===== src/fpec_defs.svh =====
// Constants for the flash program/erase control block.
// Assumes a single aclk domain; included by both design files.
`ifndef FPEC_DEFS_SVH
`define FPEC_DEFS_SVH

`define FPEC_ADDR_W 16
`define FPEC_PROTECT_ADDR 16'hFF8D
`define FPEC_CTRL_ADDR 16'hFF88
`define FPEC_OPADDR_ADDR 16'hFF90
`define FPEC_STATUS_ADDR 16'hFF94

`define FPEC_BIT_PGM 0
`define FPEC_BIT_ERASE 1
`define FPEC_BIT_MARGIN 2
`define FPEC_BIT_HIGH_VOLTAGE_ENABLE 3
`define FPEC_BIT_SIZE_LO 4
`define FPEC_BIT_SIZE_HI 5
`define FPEC_BIT_DIV_LO 6
`define FPEC_BIT_DIV_HI 7

`define FPEC_CTRL_RESET 8'h00
`define FPEC_PROTECT_RESET 8'h00
`define FPEC_ARRAY_LAST 16'h2FFF
`define FPEC_PROTECT_SHIFT 6

`define FPEC_RESP_OKAY 2'h0
`define FPEC_RESP_SLVERR 2'h2

`endif


===== src/fpec_pkg.sv =====
// Types for the flash program/erase control block.
// Assumes fpec_defs.svh is compiled alongside.
package fpec_pkg;

  typedef enum logic [4:0] {
    fpec_idle_st = 5'h01,
    fpec_armed_st = 5'h02,
    fpec_checked_st = 5'h04,
    fpec_loaded_st = 5'h08,
    fpec_hv_st = 5'h10
  } fpec_seq_type;

  typedef enum logic [1:0] {
    fpec_div1_type = 2'h0,
    fpec_div2a_type = 2'h1,
    fpec_div2b_type = 2'h2,
    fpec_div4_type = 2'h3
  } fpec_div_type;

endpackage : fpec_pkg


===== src/fpec_pump_div.sv =====
// Charge-pump clock enable divider.
// Assumes one aclk domain; pulse is a one-cycle enable.
`include "fpec_defs.svh"

module fpec_pump_div (
  input wire logic aclk,
  input wire logic aresetn,
  input wire logic run,
  input wire logic [1:0] sel,
  output logic pulse
);

  logic [1:0] count;
  logic [1:0] limit;

  always_comb begin
    case (sel)
      fpec_pkg::fpec_div1_type: limit = 2'h0;
      fpec_pkg::fpec_div2a_type: limit = 2'h1;
      fpec_pkg::fpec_div2b_type: limit = 2'h1;
      default: limit = 2'h3;
    endcase
  end

  always_ff @(posedge aclk) begin
    if (!aresetn || !run) begin
      count <= 2'h0;
    end else if (count >= limit) begin
      count <= 2'h0;
    end else begin
      count <= count + 2'h1;
    end
  end

  // Pulse only while the pump runs, so an idle array sees no pump clock
  assign pulse = run && (count >= limit);

endmodule : fpec_pump_div


===== src/fpec_flash_ctrl.sv =====
// Flash program/erase control: AXI4-Lite registers, interlocks, pump enable.
// Assumes aclk at 100 MHz, synchronous active-low reset, one AXI master.
//
// The AXI4-Lite interface to the registers is this design's own decision.
`include "fpec_defs.svh"

////////////////////////////////////////////////////////////////////////////////
// Notes on behaviour
// - High voltage sets only after proper sequence
// - High voltage bit drives pump and array
// - Margin bit refused while high voltage on
// - Margin bit selects margin read mode
// - Erase and program never both set
// - Program bit selects program mode
// - Two divider bits choose pump clock divide
// - Two size bits choose erase region
// - Protected regions block program and erase at an address loaded inside them
// - Size encoding full, half, 256, 32 bytes
// - Divider encoding 1, 2, 2, 4
module fpec_flash_ctrl (
  input wire logic aclk,
  input wire logic aresetn,
  input wire logic [15:0] s_axi_awaddr,
  input wire logic [2:0] s_axi_awprot,
  input wire logic s_axi_awvalid,
  output logic s_axi_awready,
  input wire logic [31:0] s_axi_wdata,
  input wire logic [3:0] s_axi_wstrb,
  input wire logic s_axi_wvalid,
  output logic s_axi_wready,
  output logic [1:0] s_axi_bresp,
  output logic s_axi_bvalid,
  input wire logic s_axi_bready,
  input wire logic [15:0] s_axi_araddr,
  input wire logic [2:0] s_axi_arprot,
  input wire logic s_axi_arvalid,
  output logic s_axi_arready,
  output logic [31:0] s_axi_rdata,
  output logic [1:0] s_axi_rresp,
  output logic s_axi_rvalid,
  input wire logic s_axi_rready,
  output logic pump_on,
  output logic pump_clk_en,
  output logic array_hv,
  output logic program_pulse,
  output logic erase_pulse,
  output logic margin_read,
  output logic [1:0] erase_size,
  output logic [15:0] erase_first,
  output logic [15:0] erase_last
);

  logic [7:0] flash_operation_control;
  logic [7:0] flash_block_protect;
  logic [15:0] op_addr;
  logic op_blocked;
  fpec_pkg::fpec_seq_type seq;

  logic aw_held;
  logic w_held;
  logic [15:0] aw_addr;
  logic [31:0] w_data;
  logic [3:0] w_strb;
  logic wr_go;
  logic rd_go;
  logic [7:0] wbyte;
  logic [15:0] wword;
  logic protect_hit;
  logic [15:0] span;

  logic program_select;
  logic erase_select;
  logic margin_select;
  logic high_voltage_enable;
  logic [1:0] next_size;
  logic next_pgm;
  logic next_erase;
  logic next_margin;
  logic next_hv;

  //////////////////////////////////////////////////////////////////////////////
  // AXI4-Lite write channels; address and data taken in either order

  assign s_axi_awready = !aw_held && !s_axi_bvalid;
  assign s_axi_wready = !w_held && !s_axi_bvalid;
  assign wr_go = aw_held && w_held && !s_axi_bvalid;
  assign wbyte = w_strb[0] ? w_data[7:0] : 8'h00;
  assign wword = {w_strb[1] ? w_data[15:8] : 8'h00, wbyte};

  always_ff @(posedge aclk) begin
    if (!aresetn) begin
      aw_held <= 1'b0;
      aw_addr <= 16'h0000;
    end else if (s_axi_awvalid && s_axi_awready) begin
      aw_held <= 1'b1;
      aw_addr <= s_axi_awaddr;
    end else if (wr_go) begin
      aw_held <= 1'b0;
    end
  end

  always_ff @(posedge aclk) begin
    if (!aresetn) begin
      w_held <= 1'b0;
      w_data <= 32'h00000000;
      w_strb <= 4'h0;
    end else if (s_axi_wvalid && s_axi_wready) begin
      w_held <= 1'b1;
      w_data <= s_axi_wdata;
      w_strb <= s_axi_wstrb;
    end else if (wr_go) begin
      w_held <= 1'b0;
    end
  end

  always_ff @(posedge aclk) begin
    if (!aresetn) begin
      s_axi_bvalid <= 1'b0;
      s_axi_bresp <= `FPEC_RESP_OKAY;
    end else if (wr_go) begin
      s_axi_bvalid <= 1'b1;
      case (aw_addr)
        `FPEC_CTRL_ADDR, `FPEC_PROTECT_ADDR, `FPEC_OPADDR_ADDR,
        `FPEC_STATUS_ADDR: s_axi_bresp <= `FPEC_RESP_OKAY;
        default: s_axi_bresp <= `FPEC_RESP_SLVERR;
      endcase
    end else if (s_axi_bready) begin
      s_axi_bvalid <= 1'b0;
    end
  end

  //////////////////////////////////////////////////////////////////////////////
  // Control register with interlocks

  assign program_select = flash_operation_control[`FPEC_BIT_PGM];
  assign erase_select = flash_operation_control[`FPEC_BIT_ERASE];
  assign margin_select = flash_operation_control[`FPEC_BIT_MARGIN];
  assign high_voltage_enable = flash_operation_control[`FPEC_BIT_HIGH_VOLTAGE_ENABLE];

  always_comb begin
    next_pgm = wbyte[`FPEC_BIT_PGM];
    next_erase = wbyte[`FPEC_BIT_ERASE];
    // Both asked at once: keep whichever was already held, else neither
    if (next_pgm && next_erase) begin
      next_pgm = program_select && !erase_select;
      next_erase = erase_select && !program_select;
    end
    next_hv = wbyte[`FPEC_BIT_HIGH_VOLTAGE_ENABLE];
    // Rising high voltage needs a selected operation and a loaded address
    if (next_hv && !high_voltage_enable) begin
      next_hv = (next_pgm || next_erase) && (seq == fpec_pkg::fpec_loaded_st)
        && !op_blocked;
    end
    if (!(next_pgm || next_erase)) begin
      next_hv = 1'b0;
    end
    next_margin = wbyte[`FPEC_BIT_MARGIN] && !next_hv && !high_voltage_enable;
    next_size = {wbyte[`FPEC_BIT_SIZE_HI], wbyte[`FPEC_BIT_SIZE_LO]};
  end

  always_ff @(posedge aclk) begin
    if (!aresetn) begin
      flash_operation_control <= `FPEC_CTRL_RESET;
    end else if (wr_go && aw_addr == `FPEC_CTRL_ADDR && w_strb[0]) begin
      flash_operation_control <= {wbyte[`FPEC_BIT_DIV_HI], wbyte[`FPEC_BIT_DIV_LO],
        next_size, next_hv, next_margin, next_erase, next_pgm};
    end else if (high_voltage_enable && margin_select) begin
      flash_operation_control[`FPEC_BIT_MARGIN] <= 1'b0;
    end
  end

  always_ff @(posedge aclk) begin
    if (!aresetn) begin
      flash_block_protect <= `FPEC_PROTECT_RESET;
    end else if (wr_go && aw_addr == `FPEC_PROTECT_ADDR && w_strb[0]
        && !high_voltage_enable) begin
      flash_block_protect <= wbyte;
    end
  end

  //////////////////////////////////////////////////////////////////////////////
  // Operation sequence: select, protect read, address load, high voltage

  // Protect value N guards array offsets from N << 6 upward; zero guards none
  assign protect_hit = (flash_block_protect != 8'h00) && ({2'h0, wword} >=
    ({10'h000, flash_block_protect} << `FPEC_PROTECT_SHIFT));

  always_ff @(posedge aclk) begin
    if (!aresetn) begin
      op_addr <= 16'h0000;
      op_blocked <= 1'b0;
    end else if (wr_go && aw_addr == `FPEC_OPADDR_ADDR && w_strb[1:0] == 2'h3
        && !high_voltage_enable) begin
      op_addr <= wword;
      op_blocked <= (wword > `FPEC_ARRAY_LAST) || protect_hit;
    end
  end

  always_ff @(posedge aclk) begin
    if (!aresetn) begin
      seq <= fpec_pkg::fpec_idle_st;
    end else if (!(program_select || erase_select)) begin
      seq <= fpec_pkg::fpec_idle_st;
    end else begin
      case (seq)
        fpec_pkg::fpec_idle_st: seq <= fpec_pkg::fpec_armed_st;
        fpec_pkg::fpec_armed_st:
          if (rd_go && s_axi_araddr == `FPEC_PROTECT_ADDR) begin
            seq <= fpec_pkg::fpec_checked_st;
          end
        fpec_pkg::fpec_checked_st:
          if (wr_go && aw_addr == `FPEC_OPADDR_ADDR && w_strb[1:0] == 2'h3) begin
            seq <= fpec_pkg::fpec_loaded_st;
          end
        fpec_pkg::fpec_loaded_st:
          if (high_voltage_enable) begin
            seq <= fpec_pkg::fpec_hv_st;
          end
        fpec_pkg::fpec_hv_st:
          // Back to loaded after high voltage drops so program can repeat pulses
          if (!high_voltage_enable) begin
            seq <= fpec_pkg::fpec_loaded_st;
          end
        default: seq <= fpec_pkg::fpec_idle_st;
      endcase
    end
  end

  //////////////////////////////////////////////////////////////////////////////
  // AXI4-Lite read channel, single cycle answer

  assign s_axi_arready = !s_axi_rvalid;
  assign rd_go = s_axi_arvalid && s_axi_arready;

  always_ff @(posedge aclk) begin
    if (!aresetn) begin
      s_axi_rvalid <= 1'b0;
      s_axi_rdata <= 32'h00000000;
      s_axi_rresp <= `FPEC_RESP_OKAY;
    end else if (rd_go) begin
      s_axi_rvalid <= 1'b1;
      s_axi_rresp <= `FPEC_RESP_OKAY;
      case (s_axi_araddr)
        `FPEC_CTRL_ADDR: s_axi_rdata <= {24'h000000, flash_operation_control};
        `FPEC_PROTECT_ADDR: s_axi_rdata <= {24'h000000, flash_block_protect};
        `FPEC_OPADDR_ADDR: s_axi_rdata <= {16'h0000, op_addr};
        `FPEC_STATUS_ADDR: s_axi_rdata <= {26'h0000000, op_blocked, seq};
        default: begin
          s_axi_rdata <= 32'h00000000;
          s_axi_rresp <= `FPEC_RESP_SLVERR;
        end
      endcase
    end else if (s_axi_rready) begin
      s_axi_rvalid <= 1'b0;
    end
  end

  //////////////////////////////////////////////////////////////////////////////
  // Array and pump outputs

  fpec_pump_div u_pump_div (
    .aclk(aclk),
    .aresetn(aresetn),
    .run(high_voltage_enable),
    .sel(flash_operation_control[`FPEC_BIT_DIV_HI:`FPEC_BIT_DIV_LO]),
    .pulse(pump_clk_en)
  );

  // Size decode gives the erased span; 12K array has no power-of-two half mask
  always_comb begin
    case (erase_size)
      2'h0: span = 16'h2FFF;
      2'h1: span = 16'h17FF;
      2'h2: span = 16'h00FF;
      default: span = 16'h001F;
    endcase
  end

  always_comb begin
    case (erase_size)
      2'h0: erase_first = 16'h0000;
      2'h1: erase_first = (op_addr >= 16'h1800) ? 16'h1800 : 16'h0000;
      2'h2: erase_first = {op_addr[15:8], 8'h00};
      default: erase_first = {op_addr[15:5], 5'h00};
    endcase
  end

  assign erase_last = erase_first + span;
  assign erase_size = flash_operation_control[`FPEC_BIT_SIZE_HI:`FPEC_BIT_SIZE_LO];
  assign pump_on = high_voltage_enable;
  assign array_hv = high_voltage_enable;
  assign program_pulse = high_voltage_enable && program_select;
  assign erase_pulse = high_voltage_enable && erase_select;
  assign margin_read = margin_select;

  // program mode follows program_select through program_pulse

endmodule : fpec_flash_ctrl


===== config.mk =====
export PLATFORM = sky130hd
export DESIGN_NAME = fpec_flash_ctrl
export DESIGN_NICKNAME = d
export VERILOG_FILES = /design/src/fpec_pkg.sv /design/src/fpec_pump_div.sv /design/src/fpec_flash_ctrl.sv
export VERILOG_INCLUDE_DIRS = /design/src
export SDC_FILE = /design/constraint.sdc
export NUM_CORES = 1
export LEC_CHECK = 0
export ABC_AREA = 1
export BUFFER_PORTS_ARGS = -buffer_cell sky130_fd_sc_hd__buf_4
export CORE_MARGIN = 2
export CORE_UTILIZATION = 40
export DETAILED_ROUTE_END_ITERATION = 10
export GPL_ROUTABILITY_DRIVEN = 0
export HOLD_SLACK_MARGIN = 0.02
export PLACE_DENSITY = 0.76
export SLEW_MARGIN = 0
export SYNTH_ARGS = -nofsm -noshare
export SYNTH_HDL_FRONTEND = slang
export SYNTH_SLANG_ARGS = --single-unit

===== constraint.sdc =====
create_clock -name aclk -period 4.9 [get_ports aclk]
set_input_delay 0.49 -clock aclk [delete_from_list [all_inputs] [get_ports aclk]]
set_output_delay 0.49 -clock aclk [all_outputs]
set_load 0.03 [all_outputs]

==> flow_metrics.env <==
export IMPL_layout_common_cells="nand2_1 (128), nor2_1 (111), buf_4 (110)"
export IMPL_synth_async_reset_ratio_pct=0
export IMPL_p_leak_nw=3.01
export IMPL_grtUsageMet1_pct=24.4
export IMPL_worstSetupPathType="reg2out"
export IMPL_yosysUniqueCellTypes=40
export IMPL_overflow=0
export IMPL_cts_root_buf="clkbuf_16"
export IMPL_syn_avg_cell_area_um2=6.84
export IMPL_cts_setup_buffers=0
export IMPL_maxCapViolations=0
export IMPL_hold_buffers=0
export IMPL_hold_ws_ns=0.396
export IMPL_via_per_inst=4.78
export IMPL_setup_viol_count_final=0
export IMPL_postLayoutCoreUtil_pct=49.2
export IMPL_drt_first_pass_iters=4
export IMPL_syn2layout_area_growth_pct=20.3
export IMPL_clkLatencyLatePin_ns=0.34
export IMPL_wl_per_cell_um=12.2
export IMPL_clk_pin_slew_ns=0.06
export IMPL_critPathArrivalTime_ns=2.63
export IMPL_grt_max_degree=79
export IMPL_htree_levels=3
export IMPL_cts_tree="built"
export IMPL_final_common_cell="nand2_1"
export IMPL_required_ns=4.41
export IMPL_cts_buffers=9
export IMPL_worst_pin_slew_ns=0.672
export IMPL_p_total_w=0.00179
export IMPL_grt_total_usage_pct=18.2
export IMPL_die_height_um=118
export IMPL_die_x_um=118
export IMPL_maxSlewHeadroom_pct=55.1
export IMPL_rsz0062_at_grt="no"
export IMPL_ir_drop_v=0.000231
export IMPL_synth_main_ff_cell="dfxtp_1"
export IMPL_hold_viol_final=0
export IMPL_syn_cell_area_um2=5170
export IMPL_fin_crit_sh_pct=63.7
export IMPL_endpoint_kind="output port"
export IMPL_drive_gt1_share_pct=18.0
export IMPL_clock_fmax_ghz=0.321
export IMPL_crit_path_start_kind="flop"
export IMPL_ys_ff_latch=96
export IMPL_power_per_cell_area_nw_per_um2=288
export IMPL_min_period_ns=3.12
export IMPL_setup_tns_ns=0
export IMPL_clock_sinks=96
export IMPL_ant_nets=0
export IMPL_final_net_count=936
export IMPL_outcome="finished, final reports clean"
export IMPL_synth_edff_count=0
export IMPL_post_route_drc_count=0
export IMPL_post_cts_resized=0
export IMPL_io_pins=162
export IMPL_core_um2=12600
export IMPL_fin_skew_ns=0.00691
export IMPL_met3_usage_pct=6.06
export IMPL_start_util_pct=40.9
export IMPL_dieArea_um2=13800
export IMPL_hold_path_class="in2reg"
export IMPL_use_met2_pct=28.3
export IMPL_grt_pass1_wl_um=20900
export IMPL_antenna_found_initial=0
export IMPL_grt_pass1_vias=4468
export IMPL_rows=41
export IMPL_grt_busiest_layer="met2"
export IMPL_totalWireLength_um=12400
export IMPL_ys_seq_area_share_pct=37.2
export IMPL_place_hpwl_um=9450
export IMPL_synth_cells=755
export IMPL_yosys_warnings=0
export IMPL_clock_path_buffers=2
export IMPL_diodes=0
export IMPL_portBuffers=109
export IMPL_maxSlewViolCount=0
export IMPL_vias=4864
export IMPL_worst_path_max_fanout=14
export IMPL_drt_iter0_drc=237
## critical path: stages, from the launching register on
cell,delay [ns]
dfxtp_1,0.59
inv_1,0.16
o21ai_0,0.28
ha_1,0.31
a21o_1,0.21
a21oi_1,0.17
o21ai_1,0.13
nand3_1,0.10
xor2_1,0.15
buf_4,0.18
## registers in the layout, indices dropped and copies added, names as in the netlist
register	flops
aw_addr	16
op_addr	16
s_axi_rdata	16
w_data	16
flash_block_protect	8
flash_operation_control	8
seq	5
u_pump_div.count	2
w_strb	2
aw_held	1
op_blocked	1
s_axi_bresp	1
s_axi_bvalid	1
s_axi_rresp	1
s_axi_rvalid	1
w_held	1
## area by class of cell
type,instances,area [um2]
clock buffers,12,256
clock inverters,4,52.6
fillers,1288,6410
inverters,92,345
multi-input cells,532,2600
flip-flops and latches,96,1920
well taps,172,215
repair buffers,110,826
## metal layers
metal | share of wire (%) | vias to the layer above
met1 | 47 | 2132
met3 | 7.3 | 16
met4 | 1.5 | 0
met2 | 44 | 175
met5 | 0 | -
li1 | - | 2541
## cell families (layout without fill, tap and decap cells)
group           Yosys count  in the layout  share of synthesized area (%)
compound gates          150            150                           15.2
xor+xnor                  8              8                           1.36
fa+ha+maj                14             14                           3.39
buf+inv                 154            218                           14.5
flops                    96             96                           37.2
other cells               2             29                          0.145
simple gates            331            331                           28.2
## through the flow
step / area, um2 / cells / setup slack (ns)
floorplan: 5270 / 782 / 1.57
global route: 6210 / 1018 / 1.54
detailed placement: 5900 / 1002 / 2.14
global placement: 5900 / 1002 / 2.17
CTS: 6210 / 1018 / 1.75
finish: 6210 / 1018 / 1.78
## where the power goes
part | switching [W] | internal, W | leakage [nW]
registers | 0.0000265 | 0.000815 | 0.784
clock network | 0.000291 | 0.000423 | 0.141
logic | 0.000152 | 0.0000837 | 2.09
## cell usage after synthesis (2+ instances only)
cell type / n / share of area [%]
inv_1: 87 / 6.3
ha_1: 14 / 3.4
nor3_1: 3 / 0.29
conb_1: 2 / 0.15
nor2_4: 3 / 0.65
nand2_1: 128 / 9.3
xor2_1: 7 / 1.2
nand2_2: 4 / 0.48
nor4_1: 3 / 0.36
o21ai_0: 70 / 6.8
nor2_2: 7 / 0.85
buf_2: 8 / 0.78
and2_1: 2 / 0.24
a211oi_1: 2 / 0.29
nand3_2: 2 / 0.39
a21oi_1: 57 / 5.5
o21a_1: 2 / 0.29
nor2_1: 111 / 8.1
nand4_2: 2 / 0.48
a21o_1: 2 / 0.29
nand3_1: 53 / 5.1
buf_4: 35 / 5.1
o21ai_1: 11 / 1.1
inv_2: 4 / 0.29
dfxtp_1: 96 / 37
buf_6: 4 / 0.87
clkbuf_1: 14 / 1.0
o21bai_1: 2 / 0.29
nand4_1: 8 / 0.97
nor3_2: 2 / 0.39
## path summary, 6_finish.rpt
path	endpoint	startpoint	depth (start not counted)	slack, ns
min reg2reg	op_addr[2]	op_addr[2]	2	0.45
min	w_data[12]	s_axi_wdata[12]	3	0.40
max reg2reg	w_data[3]	w_held	5	2.85
max	erase_last[15]	flash_operation_control[5]	9	1.78
Note: power is estimated with default switching activity, not from simulation.
